<file path="src/hdl/ocf_pkg.sv">
// package for the over-current fault response controller
package ocf_pkg;
   // response code values, bits 7:6 of the action byte
   localparam logic [1:0] OCF_RESP_IGNORE  = 2'h0;
   localparam logic [1:0] OCF_RESP_LV      = 2'h1;
   localparam logic [1:0] OCF_RESP_DELAY   = 2'h2;
   localparam logic [1:0] OCF_RESP_DISABLE = 2'h3;
   // field positions in the action byte
   localparam int OCF_RESP_MSB  = 7;
   localparam int OCF_RESP_LSB  = 6;
   localparam int OCF_RETRY_MSB = 5;
   localparam int OCF_RETRY_LSB = 3;
   localparam int OCF_TIME_MSB  = 2;
   localparam int OCF_TIME_LSB  = 0;
   // retry field special values
   localparam logic [2:0] OCF_RETRY_NONE    = 3'h0;
   localparam logic [2:0] OCF_RETRY_FOREVER = 3'h7;
   // value after reset of the action byte (ignore, no retry, x1)
   localparam logic [7:0] OCF_ACTION_RST = 8'h00;
   // default time unit in clock cycles (10 us at 100 MHz)
   localparam int OCF_UNIT_NS       = 10000;
   localparam int OCF_CLK_PERIOD_NS = 10;
   localparam int OCF_UNIT_CYC      = (OCF_UNIT_NS + OCF_CLK_PERIOD_NS - 1) / OCF_CLK_PERIOD_NS;
   localparam int OCF_UNIT_W        = 16;
   localparam int OCF_TIMER_W       = 8;
endpackage : ocf_pkg

</file>
<file path="src/hdl/ocf_unit_tick.sv">
// time unit divider: one-cycle tick every unit_cycles clocks
`timescale 1ns/1ps
module ocf_unit_tick
   import ocf_pkg::*;
#(
   parameter int UNIT_W = OCF_UNIT_W
)(
   input  wire logic              ref_clk,
   input  wire logic              rst_n,
   input  wire logic              run,
   input  wire logic [UNIT_W-1:0] unit_cycles,
   output logic                   tick
);
   typedef struct packed {
      logic [UNIT_W-1:0] cnt;
      logic              tick;
   } ocf_div_t;

   ocf_div_t st_reg;
   ocf_div_t st_next;

   // restart from zero whenever the timer is idle so each delay starts aligned
   always_comb
   begin
      st_next      = st_reg;
      st_next.tick = 1'b0;
      if (!run)
      begin
         st_next.cnt = '0;
      end
      else if (st_reg.cnt + 1'b1 >= unit_cycles)
      begin
         st_next.cnt  = '0;
         st_next.tick = 1'b1;
      end
      else
      begin
         st_next.cnt = UNIT_W'(st_reg.cnt + 1'b1);
      end
   end

   always_ff @(posedge ref_clk or negedge rst_n)
   begin
      if (!rst_n)
         st_reg <= '0;
      else
         st_reg <= st_next;
   end

   assign tick = st_reg.tick;
endmodule // ocf_unit_tick

</file>
<file path="src/hdl/ocf_ctrl.sv">
// over-current fault response controller: action byte, state machine, retry logic
`timescale 1ns/1ps
module ocf_ctrl
   import ocf_pkg::*;
#(
   parameter int UNIT_W = OCF_UNIT_W
)(
   input  wire logic              ref_clk,
   input  wire logic              rst_n,
   input  wire logic              action_wr,
   input  wire logic [7:0]        action_wdata,
   output logic       [7:0]       action_rdata,
   input  wire logic [UNIT_W-1:0] unit_cycles,
   input  wire logic              oc_detect,
   input  wire logic              lv_detect,
   input  wire logic              fault_clear,
   output logic                   output_enable,
   output logic                   current_limit,
   output logic                   oc_fault_flag,
   output logic                   host_alert,
   output logic                   latched_off
);
   typedef enum logic [4:0] {
      S_RUN   = 5'b00001,
      S_LIMIT = 5'b00010,
      S_OFF   = 5'b00100,
      S_WAIT  = 5'b01000,
      S_LATCH = 5'b10000
   } ocf_state_t;

   typedef struct packed {
      ocf_state_t             state;
      logic [7:0]             action;
      logic [2:0]             retries;
      logic [OCF_TIMER_W-1:0] units;
      logic                   flag;
   } ocf_st_t;

   ocf_st_t st_reg;
   ocf_st_t st_next;
   logic    tick;
   logic    timing;

   logic [1:0] resp;
   logic [2:0] retry_cfg;
   logic [2:0] time_cfg;
   assign resp      = st_reg.action[OCF_RESP_MSB:OCF_RESP_LSB];
   assign retry_cfg = st_reg.action[OCF_RETRY_MSB:OCF_RETRY_LSB];
   assign time_cfg  = st_reg.action[OCF_TIME_MSB:OCF_TIME_LSB];

   // power-of-two multiplier of the time unit
   function automatic logic [OCF_TIMER_W-1:0] mult_of(input logic [2:0] code);
      mult_of = OCF_TIMER_W'(9'h001 << code);
   endfunction

   // counter runs only in the two timed states
   assign timing = (st_reg.state == S_LIMIT && resp == OCF_RESP_DELAY) || (st_reg.state == S_WAIT);

   ocf_unit_tick #(
      .UNIT_W(UNIT_W)
   ) u_tick (
      .ref_clk     (ref_clk),
      .rst_n       (rst_n),
      .run         (timing),
      .unit_cycles (unit_cycles),
      .tick        (tick)
   );

   // next-state logic
   always_comb
   begin
      st_next = st_reg;
      if (oc_detect)
         st_next.flag = 1'b1;
      else if (fault_clear)
         st_next.flag = 1'b0;
      if (timing && tick)
         st_next.units = OCF_TIMER_W'(st_reg.units + 1'b1);
      unique case (st_reg.state)
         S_RUN:
         begin
            st_next.units = '0;
            if (oc_detect)
            begin
               if (resp == OCF_RESP_DISABLE)
                  st_next.state = S_OFF;
               else if (resp == OCF_RESP_LV && lv_detect)
                  st_next.state = S_OFF;
               else
                  st_next.state = S_LIMIT;
            end
         end
         S_LIMIT:
         begin
            if (!oc_detect)
               st_next.state = S_RUN;
            else if (resp == OCF_RESP_LV && lv_detect)
               st_next.state = S_OFF;
            else if (resp == OCF_RESP_DISABLE)
               st_next.state = S_OFF;
            else if (resp == OCF_RESP_DELAY && tick && (st_reg.units + 1'b1) >= mult_of(time_cfg))
               st_next.state = S_OFF;
         end
         S_OFF:
         begin
            st_next.units = '0;
            if (resp == OCF_RESP_DISABLE)
            begin
               if (!oc_detect)
                  st_next.state = S_RUN;
            end
            else if (retry_cfg == OCF_RETRY_NONE)
               st_next.state = S_LATCH;
            else if (retry_cfg == OCF_RETRY_FOREVER)
               st_next.state = S_WAIT;
            else if (st_reg.retries != 3'h0)
            begin
               st_next.retries = st_reg.retries - 3'h1;
               st_next.state   = S_WAIT;
            end
            else
               st_next.state = S_LATCH;
         end
         S_WAIT:
         begin
            if (tick && (st_reg.units + 1'b1) >= mult_of(time_cfg))
            begin
               st_next.units = '0;
               st_next.state = S_RUN;
            end
         end
         S_LATCH:
         begin
            if (fault_clear)
               st_next.state = S_RUN;
         end
      endcase
      // rewrite or clear reloads the retry budget
      if (fault_clear || action_wr)
         st_next.retries = action_wr ? action_wdata[OCF_RETRY_MSB:OCF_RETRY_LSB] : retry_cfg;
      if (action_wr)
         st_next.action = action_wdata;
   end

   always_ff @(posedge ref_clk or negedge rst_n)
   begin
      if (!rst_n)
      begin
         st_reg.state   <= S_RUN;
         st_reg.action  <= OCF_ACTION_RST;
         st_reg.retries <= OCF_ACTION_RST[OCF_RETRY_MSB:OCF_RETRY_LSB];
         st_reg.units   <= '0;
         st_reg.flag    <= 1'b0;
      end
      else
         st_reg <= st_next;
   end

   // outputs straight from state
   assign action_rdata  = st_reg.action;
   assign output_enable = (st_reg.state == S_RUN) || (st_reg.state == S_LIMIT);
   assign current_limit = (st_reg.state == S_LIMIT);
   assign oc_fault_flag = st_reg.flag;
   assign host_alert    = st_reg.flag;
   assign latched_off   = (st_reg.state == S_LATCH);

   a_flag_sticky: assert property (@(posedge ref_clk) disable iff (!rst_n)
      oc_detect |=> oc_fault_flag) else $error("fault flag not set");
   a_ignore_limit: assert property (@(posedge ref_clk) disable iff (!rst_n)
      (resp == OCF_RESP_IGNORE && !action_wr && st_reg.state == S_LIMIT && oc_detect) |=> output_enable)
      else $error("ignore mode shut down");
   a_lv_shut: assert property (@(posedge ref_clk) disable iff (!rst_n)
      (resp == OCF_RESP_LV && !action_wr && st_reg.state == S_LIMIT && oc_detect && lv_detect) |=> !output_enable)
      else $error("low voltage did not shut down");
   a_lv_keep: assert property (@(posedge ref_clk) disable iff (!rst_n)
      (resp == OCF_RESP_LV && !action_wr && st_reg.state == S_LIMIT && oc_detect && !lv_detect) |=> current_limit)
      else $error("limit lost above threshold");
   a_disable_off: assert property (@(posedge ref_clk) disable iff (!rst_n)
      (resp == OCF_RESP_DISABLE && !action_wr && st_reg.state == S_OFF && oc_detect) |=> !output_enable)
      else $error("output on during fault");
   a_disable_resume: assert property (@(posedge ref_clk) disable iff (!rst_n)
      (resp == OCF_RESP_DISABLE && !action_wr && st_reg.state == S_OFF && !oc_detect) |=> output_enable)
      else $error("output did not resume");
   a_no_retry: assert property (@(posedge ref_clk) disable iff (!rst_n)
      (st_reg.state == S_OFF && resp != OCF_RESP_DISABLE && retry_cfg == OCF_RETRY_NONE && !action_wr)
      |=> latched_off) else $error("restart with zero retries");
   a_latch_hold: assert property (@(posedge ref_clk) disable iff (!rst_n)
      (latched_off && !fault_clear) |=> latched_off) else $error("latch left without clear");
   a_forever: assert property (@(posedge ref_clk) disable iff (!rst_n)
      (st_reg.state == S_OFF && resp != OCF_RESP_DISABLE && retry_cfg == OCF_RETRY_FOREVER && !action_wr)
      |=> st_reg.state == S_WAIT) else $error("continuous retry stopped");
   a_retry_count: assert property (@(posedge ref_clk) disable iff (!rst_n)
      (st_reg.state == S_OFF && resp != OCF_RESP_DISABLE && retry_cfg != OCF_RETRY_NONE
       && retry_cfg != OCF_RETRY_FOREVER && !action_wr && !fault_clear && st_reg.retries != 3'h0)
      |=> st_reg.retries == $past(st_reg.retries) - 3'h1) else $error("retry count wrong");
   a_wait_gap: assert property (@(posedge ref_clk) disable iff (!rst_n)
      (st_reg.state == S_WAIT && !tick) |=> !output_enable) else $error("restart before wait");
   // fixed table point, so a broken shift in the function shows up
   a_mult_map: assert property (@(posedge ref_clk) disable iff (!rst_n)
      (time_cfg == 3'h4) |-> mult_of(time_cfg) == 8'h10) else $error("multiplier map wrong");
   a_delay_end: assert property (@(posedge ref_clk) disable iff (!rst_n)
      (resp == OCF_RESP_DELAY && !action_wr && st_reg.state == S_LIMIT && oc_detect && tick
       && (st_reg.units + 1'b1) >= mult_of(time_cfg)) |=> !output_enable)
      else $error("delay expiry did not shut down");
   a_mult_top: assert property (@(posedge ref_clk) disable iff (!rst_n)
      (time_cfg == 3'h7) |-> mult_of(time_cfg) == 8'h80) else $error("top multiplier wrong");

   // lowest of the long multipliers
   a_mult_mid: assert property (@(posedge ref_clk) disable iff (!rst_n)
      (time_cfg == 3'h5) |-> mult_of(time_cfg) == 8'h20) else $error("mid multiplier wrong");

   // a clear without a new fault drops the flag
   a_flag_clear: assert property (@(posedge ref_clk) disable iff (!rst_n)
      (!oc_detect && fault_clear) |=> !oc_fault_flag) else $error("fault flag not cleared");

   // flag stays until the host clears it
   a_flag_hold: assert property (@(posedge ref_clk) disable iff (!rst_n)
      (oc_fault_flag && !fault_clear) |=> oc_fault_flag) else $error("fault flag dropped");

   // code 00 enters limiting on a fresh fault
   a_ignore_entry: assert property (@(posedge ref_clk) disable iff (!rst_n)
      (st_reg.state == S_RUN && resp == OCF_RESP_IGNORE && oc_detect && !action_wr) |=> current_limit)
      else $error("ignore mode did not limit");

   // code 00 pays no heed to low voltage
   a_ignore_lv: assert property (@(posedge ref_clk) disable iff (!rst_n)
      (resp == OCF_RESP_IGNORE && !action_wr && st_reg.state == S_LIMIT && oc_detect && lv_detect)
      |=> current_limit) else $error("ignore mode reacted to voltage");

   // code 01 with voltage already low goes straight off
   a_lv_direct: assert property (@(posedge ref_clk) disable iff (!rst_n)
      (st_reg.state == S_RUN && resp == OCF_RESP_LV && oc_detect && lv_detect && !action_wr)
      |=> !output_enable) else $error("low voltage entry not off");

   // code 01 with voltage good limits first
   a_lv_entry: assert property (@(posedge ref_clk) disable iff (!rst_n)
      (st_reg.state == S_RUN && resp == OCF_RESP_LV && oc_detect && !lv_detect && !action_wr)
      |=> current_limit) else $error("low voltage mode did not limit");

   // code 01 leaves limiting when the fault goes
   a_lv_exit: assert property (@(posedge ref_clk) disable iff (!rst_n)
      (resp == OCF_RESP_LV && !action_wr && st_reg.state == S_LIMIT && !oc_detect)
      |=> (output_enable && !current_limit)) else $error("limit held after fault");

   // code 10 keeps limiting until a unit tick can end the delay
   a_delay_hold: assert property (@(posedge ref_clk) disable iff (!rst_n)
      (resp == OCF_RESP_DELAY && !action_wr && st_reg.state == S_LIMIT && oc_detect && !tick)
      |=> current_limit) else $error("delay cut short");

   // code 10 carries on normally once limiting ends
   a_delay_clear: assert property (@(posedge ref_clk) disable iff (!rst_n)
      (resp == OCF_RESP_DELAY && !action_wr && st_reg.state == S_LIMIT && !oc_detect)
      |=> (output_enable && !current_limit)) else $error("delay mode did not resume");

   // code 11 switches off on a fresh fault
   a_disable_entry: assert property (@(posedge ref_clk) disable iff (!rst_n)
      (st_reg.state == S_RUN && resp == OCF_RESP_DISABLE && oc_detect && !action_wr)
      |=> !output_enable) else $error("disable mode stayed on");

   // code 11 never latches, whatever the retry field says
   a_disable_nolatch: assert property (@(posedge ref_clk) disable iff (!rst_n)
      (st_reg.state == S_OFF && resp == OCF_RESP_DISABLE && oc_detect && !action_wr)
      |=> !latched_off) else $error("disable mode latched");

   // a clear releases the latch
   a_latch_release: assert property (@(posedge ref_clk) disable iff (!rst_n)
      (latched_off && fault_clear) |=> output_enable) else $error("latch not released");

   // budget spent: give up and stay off
   a_retry_last: assert property (@(posedge ref_clk) disable iff (!rst_n)
      (st_reg.state == S_OFF && resp != OCF_RESP_DISABLE && retry_cfg != OCF_RETRY_NONE
       && retry_cfg != OCF_RETRY_FOREVER && !action_wr && !fault_clear && st_reg.retries == 3'h0)
      |=> latched_off) else $error("restart beyond budget");

   // wait over: restart attempt
   a_wait_end: assert property (@(posedge ref_clk) disable iff (!rst_n)
      (st_reg.state == S_WAIT && tick && (st_reg.units + 1'b1) >= mult_of(time_cfg))
      |=> output_enable) else $error("no restart after wait");

   // a rewrite reloads the retry budget from the new byte
   a_retry_reload: assert property (@(posedge ref_clk) disable iff (!rst_n)
      action_wr |=> st_reg.retries == $past(action_wdata[OCF_RETRY_MSB:OCF_RETRY_LSB]))
      else $error("retry budget not reloaded");
endmodule // ocf_ctrl

</file>
<file path="config.mk">
export PLATFORM = sky130hd
export DESIGN_NAME = ocf_ctrl
export DESIGN_NICKNAME = d
export VERILOG_FILES = /design/src/hdl/ocf_pkg.sv /design/src/hdl/ocf_unit_tick.sv /design/src/hdl/ocf_ctrl.sv
export SDC_FILE = /design/constraint.sdc
export NUM_CORES = 1
export LEC_CHECK = 0
export BUFFER_PORTS_ARGS = -buffer_cell sky130_fd_sc_hd__buf_2
export CORE_MARGIN = 3
export CORE_UTILIZATION = 55
export DETAILED_ROUTE_END_ITERATION = 12
export PLACE_DENSITY = 0.77
export REMOVE_ABC_BUFFERS = 1
export SYNTH_ARGS = -nofsm -noshare
export SYNTH_HDL_FRONTEND = slang
export SYNTH_SLANG_ARGS = --single-unit
</file>
<file path="constraint.sdc">
create_clock -name ref_clk -period 5.09 [get_ports ref_clk]
set_clock_uncertainty 0.2 [all_clocks]
set_input_delay 1.018 -clock ref_clk [delete_from_list [all_inputs] [get_ports ref_clk]]
set_output_delay 1.018 -clock ref_clk [all_outputs]
set_load 0.01 [all_outputs]
</file>
==> flow_summary.ini <==
[pwr]
p_int_w = 0.0006937
p_leak_nw = 1.635
finalPower_w = 0.001067
power_frac_clock_pct = 29.9
p_sw_w = 0.0003729
seq_power_share_pct = 40.8
power.density_mw_per_mm2 = 313.7
switching_share_pct = 34.96
comb_power_share_pct = 29.3
ir_drop_mv = 0.1599

[drt]
antenna_left = 0
drtIter0Drc = 98
wl_per_cell_um = 14.33
wl_mm = 6.235
dr_total_vias = 2430
first_pass_iters = 4
via_per_inst = 5.586
drc = 0

[yosys]
yosys_warnings = 0
ys.flop_type = dfrtp_1
synthSimpleGateAreaFrac_pct = 23.00
synth.most_common_cell = dfrtp_1
synth_compound_area_share_pct = 11.68
synth_top_family_by_area = simple AND/OR/NAND/NOR gates
synth_common_cells = 41 x dfrtp_1, 30 x nor2_1, 28 x ha_1
synthMuxAreaShare_pct = 3.570
syn_area_mm2 = 0.003084
synthTopCellsByArea = dfrtp_1 33%, ha_1 11%, xnor2_1 4.8%
synth_seq_cells = 42
syn_inst = 334
ys_seq_area_share_pct = 34.12
ys_types = 56
synth-async-reset-ratio_pct = 100.0
synth_top_area_share_pct = 33.27
synth-xor-area-share_pct = 9.371
avgSynthCellArea_um2 = 9.234
synth_edf_count = 0
yosys.area.top_type = dfrtp_1
synth_fa_ha_area_share_pct = 11.36

[layout]
nets = 422
drive_above_1_share_pct = 20.27
antenna_cells = 0
stdcell_count = 435
finalInstanceArea_mm2 = 0.003401
syn2layout_area_growth_pct = 10.26

[global_route]
gr-usage-met2_pct = 34.73
grt_pass1_wl_mm = 10.49
use_met1_pct = 26.52
grt_start_max_net_pins = 43
grt_pass1_vias = 2380
grtUsageTotal_pct = 20.54
grt_overflow = 0
antenna_found_initial = 0
use_met3_pct = 3.880
busiest_layer = met2

[setup_path]
r2r-start = u_tick.st_reg[1]
crit_type = reg2reg
crit_start = u_tick.st_reg[1]
rrSetupSlack_ps = 1630
worstRegToRegCells = 11
crit_arrival_ps = 3480
r2r-end = u_tick.st_reg[11]
worstPathRequired_ps = 5100
endpoint = u_tick.st_reg[11]
end_kind = register
critPathMaxFanout = 13
crit_path_start_kind = register

[timing]
fin_crit_ps = 3463
rsz0062_at_grt = false
worst_pin_slew_ps = 930.4
setup-tns-final_ps = 0
slew_headroom_pct = 37.97
fin_hold_ws_ps = 332.6
drv_slew = 0
min_period_over_period_pct = 68.04
fmax_ghz = 0.2887
setup_violations = 0
finalHoldViolCount = 0

[floorplan]
fp.dieW_um = 80.89
fp.dieH_um = 80.89
start_util_pct = 58.52
die-area_mm2 = 0.006542
row_count = 26
core-area_mm2 = 0.005270
ios = 43

[cts]
cts_tree = done
cts_inserted_buffers = 5
hold_buffers = 0
max-clock-path-buffers = 2
clkTransAtPathRegs_ps = 80
clock-sinks = 42
cts.htree.levels = 2
clk-insertion-delay-late_ps = 300
cts_setup_buffers = 0
post_cts_resize_count = 0
cts-root-buf = clkbuf_8

[placed_design]
io_buffers = 42
placed_cell_area_mm2 = 0.003263
globalplace.congestion = 0.8675
place_inst = 427
hpwl_mm = 4.798

[min_path]
hp-class = reg2reg

[outcome]
status = finished, final reports clean

[run]
maxCapViolCount = 0
[worst max-delay path, cell delays in order, from the launching register on]
cell and delay (ps):
dfrtp_1 420, ha_1 210, nand3_1 150, nor2_1 190, and4_1 220, xor2_1 220, ha_1 280, nand4_1 110
nor3_1 60, a211oi_1 530, o2111ai_2 540, nor2b_1 240
[cell type report]
| class | instances | area, um2 |
|---|---|---|
| fillers | 474 | 1869 |
| inverters | 25 | 93.84 |
| flip-flops and latches | 42 | 1052 |
| well taps | 70 | 87.58 |
| clock buffers | 5 | 68.82 |
| repair buffers | 42 | 210.2 |
| multi-input cells | 248 | 1819 |
| clock inverters | 3 | 68.82 |
[routing by layer]
metal | routed length (um) | vias to the layer above
met3 | 247 | 11
li1 | - | 1226
met2 | 3026 | 48
met5 | 0 | -
met4 | 86 | 0
met1 | 2874 | 1145
[cells by family after synthesis]
family / Yosys count
buf+inv: 44
xor+xnor: 33
mux: 10
fa+ha+maj: 28
simple gates: 127
flops: 42
compound gates: 50
[power groups by stage]
stage          clock, W  sequential, W  combinational, W
2_1_floorplan         0       0.000427          0.000225
3_3_place_gp          0       0.000437          0.000306
3_5_place_dp          0       0.000439          0.000313
4_1_cts        0.000326       0.000433          0.000317
5_1_grt        0.000340       0.000443          0.000357
6_report       0.000319       0.000435          0.000313
[cell usage in the layout (no fill, tap or decap), types with 5 or more instances in the layout]
master,instances
nor2_1,30
dfrtp_1,41
buf_2,42
and3_1,5
inv_1,25
nand2_1,17
a21oi_1,13
nor2b_1,12
mux2_2,8
a211oi_1,7
clkbuf_8,5
nor4_1,8
nand3_1,9
ha_1,28
xnor2_1,17
nand4_1,5
nor3_1,11
xor2_1,16
o21ai_0,7
[worst min-delay path by stage]
stage	start	endpoint	slack, ps	cells past startpoint
5_1_grt	st_reg[8]	st_reg[8]	390	2
2_1_floorplan	u_tick.st_reg[1]	u_tick.st_reg[1]	280	1
4_1_cts	u_tick.st_reg[1]	u_tick.st_reg[1]	340	1
6_report	u_tick.st_reg[1]	u_tick.st_reg[1]	330	1
3_5_place_dp	u_tick.st_reg[1]	u_tick.st_reg[1]	330	1
3_3_place_gp	u_tick.st_reg[1]	u_tick.st_reg[1]	320	1
[per-stage QoR]
step | setup slack [ps] | util (%)
6_report | 1627 | 64.53
5_1_grt | 1286 | 64.53
4_1_cts | 1625 | 64.53
3_5_place_dp | 1645 | 61.92
3_3_place_gp | 1767 | 61.92
2_1_floorplan | 2044 | -
(Power assumes the default switching activity.)
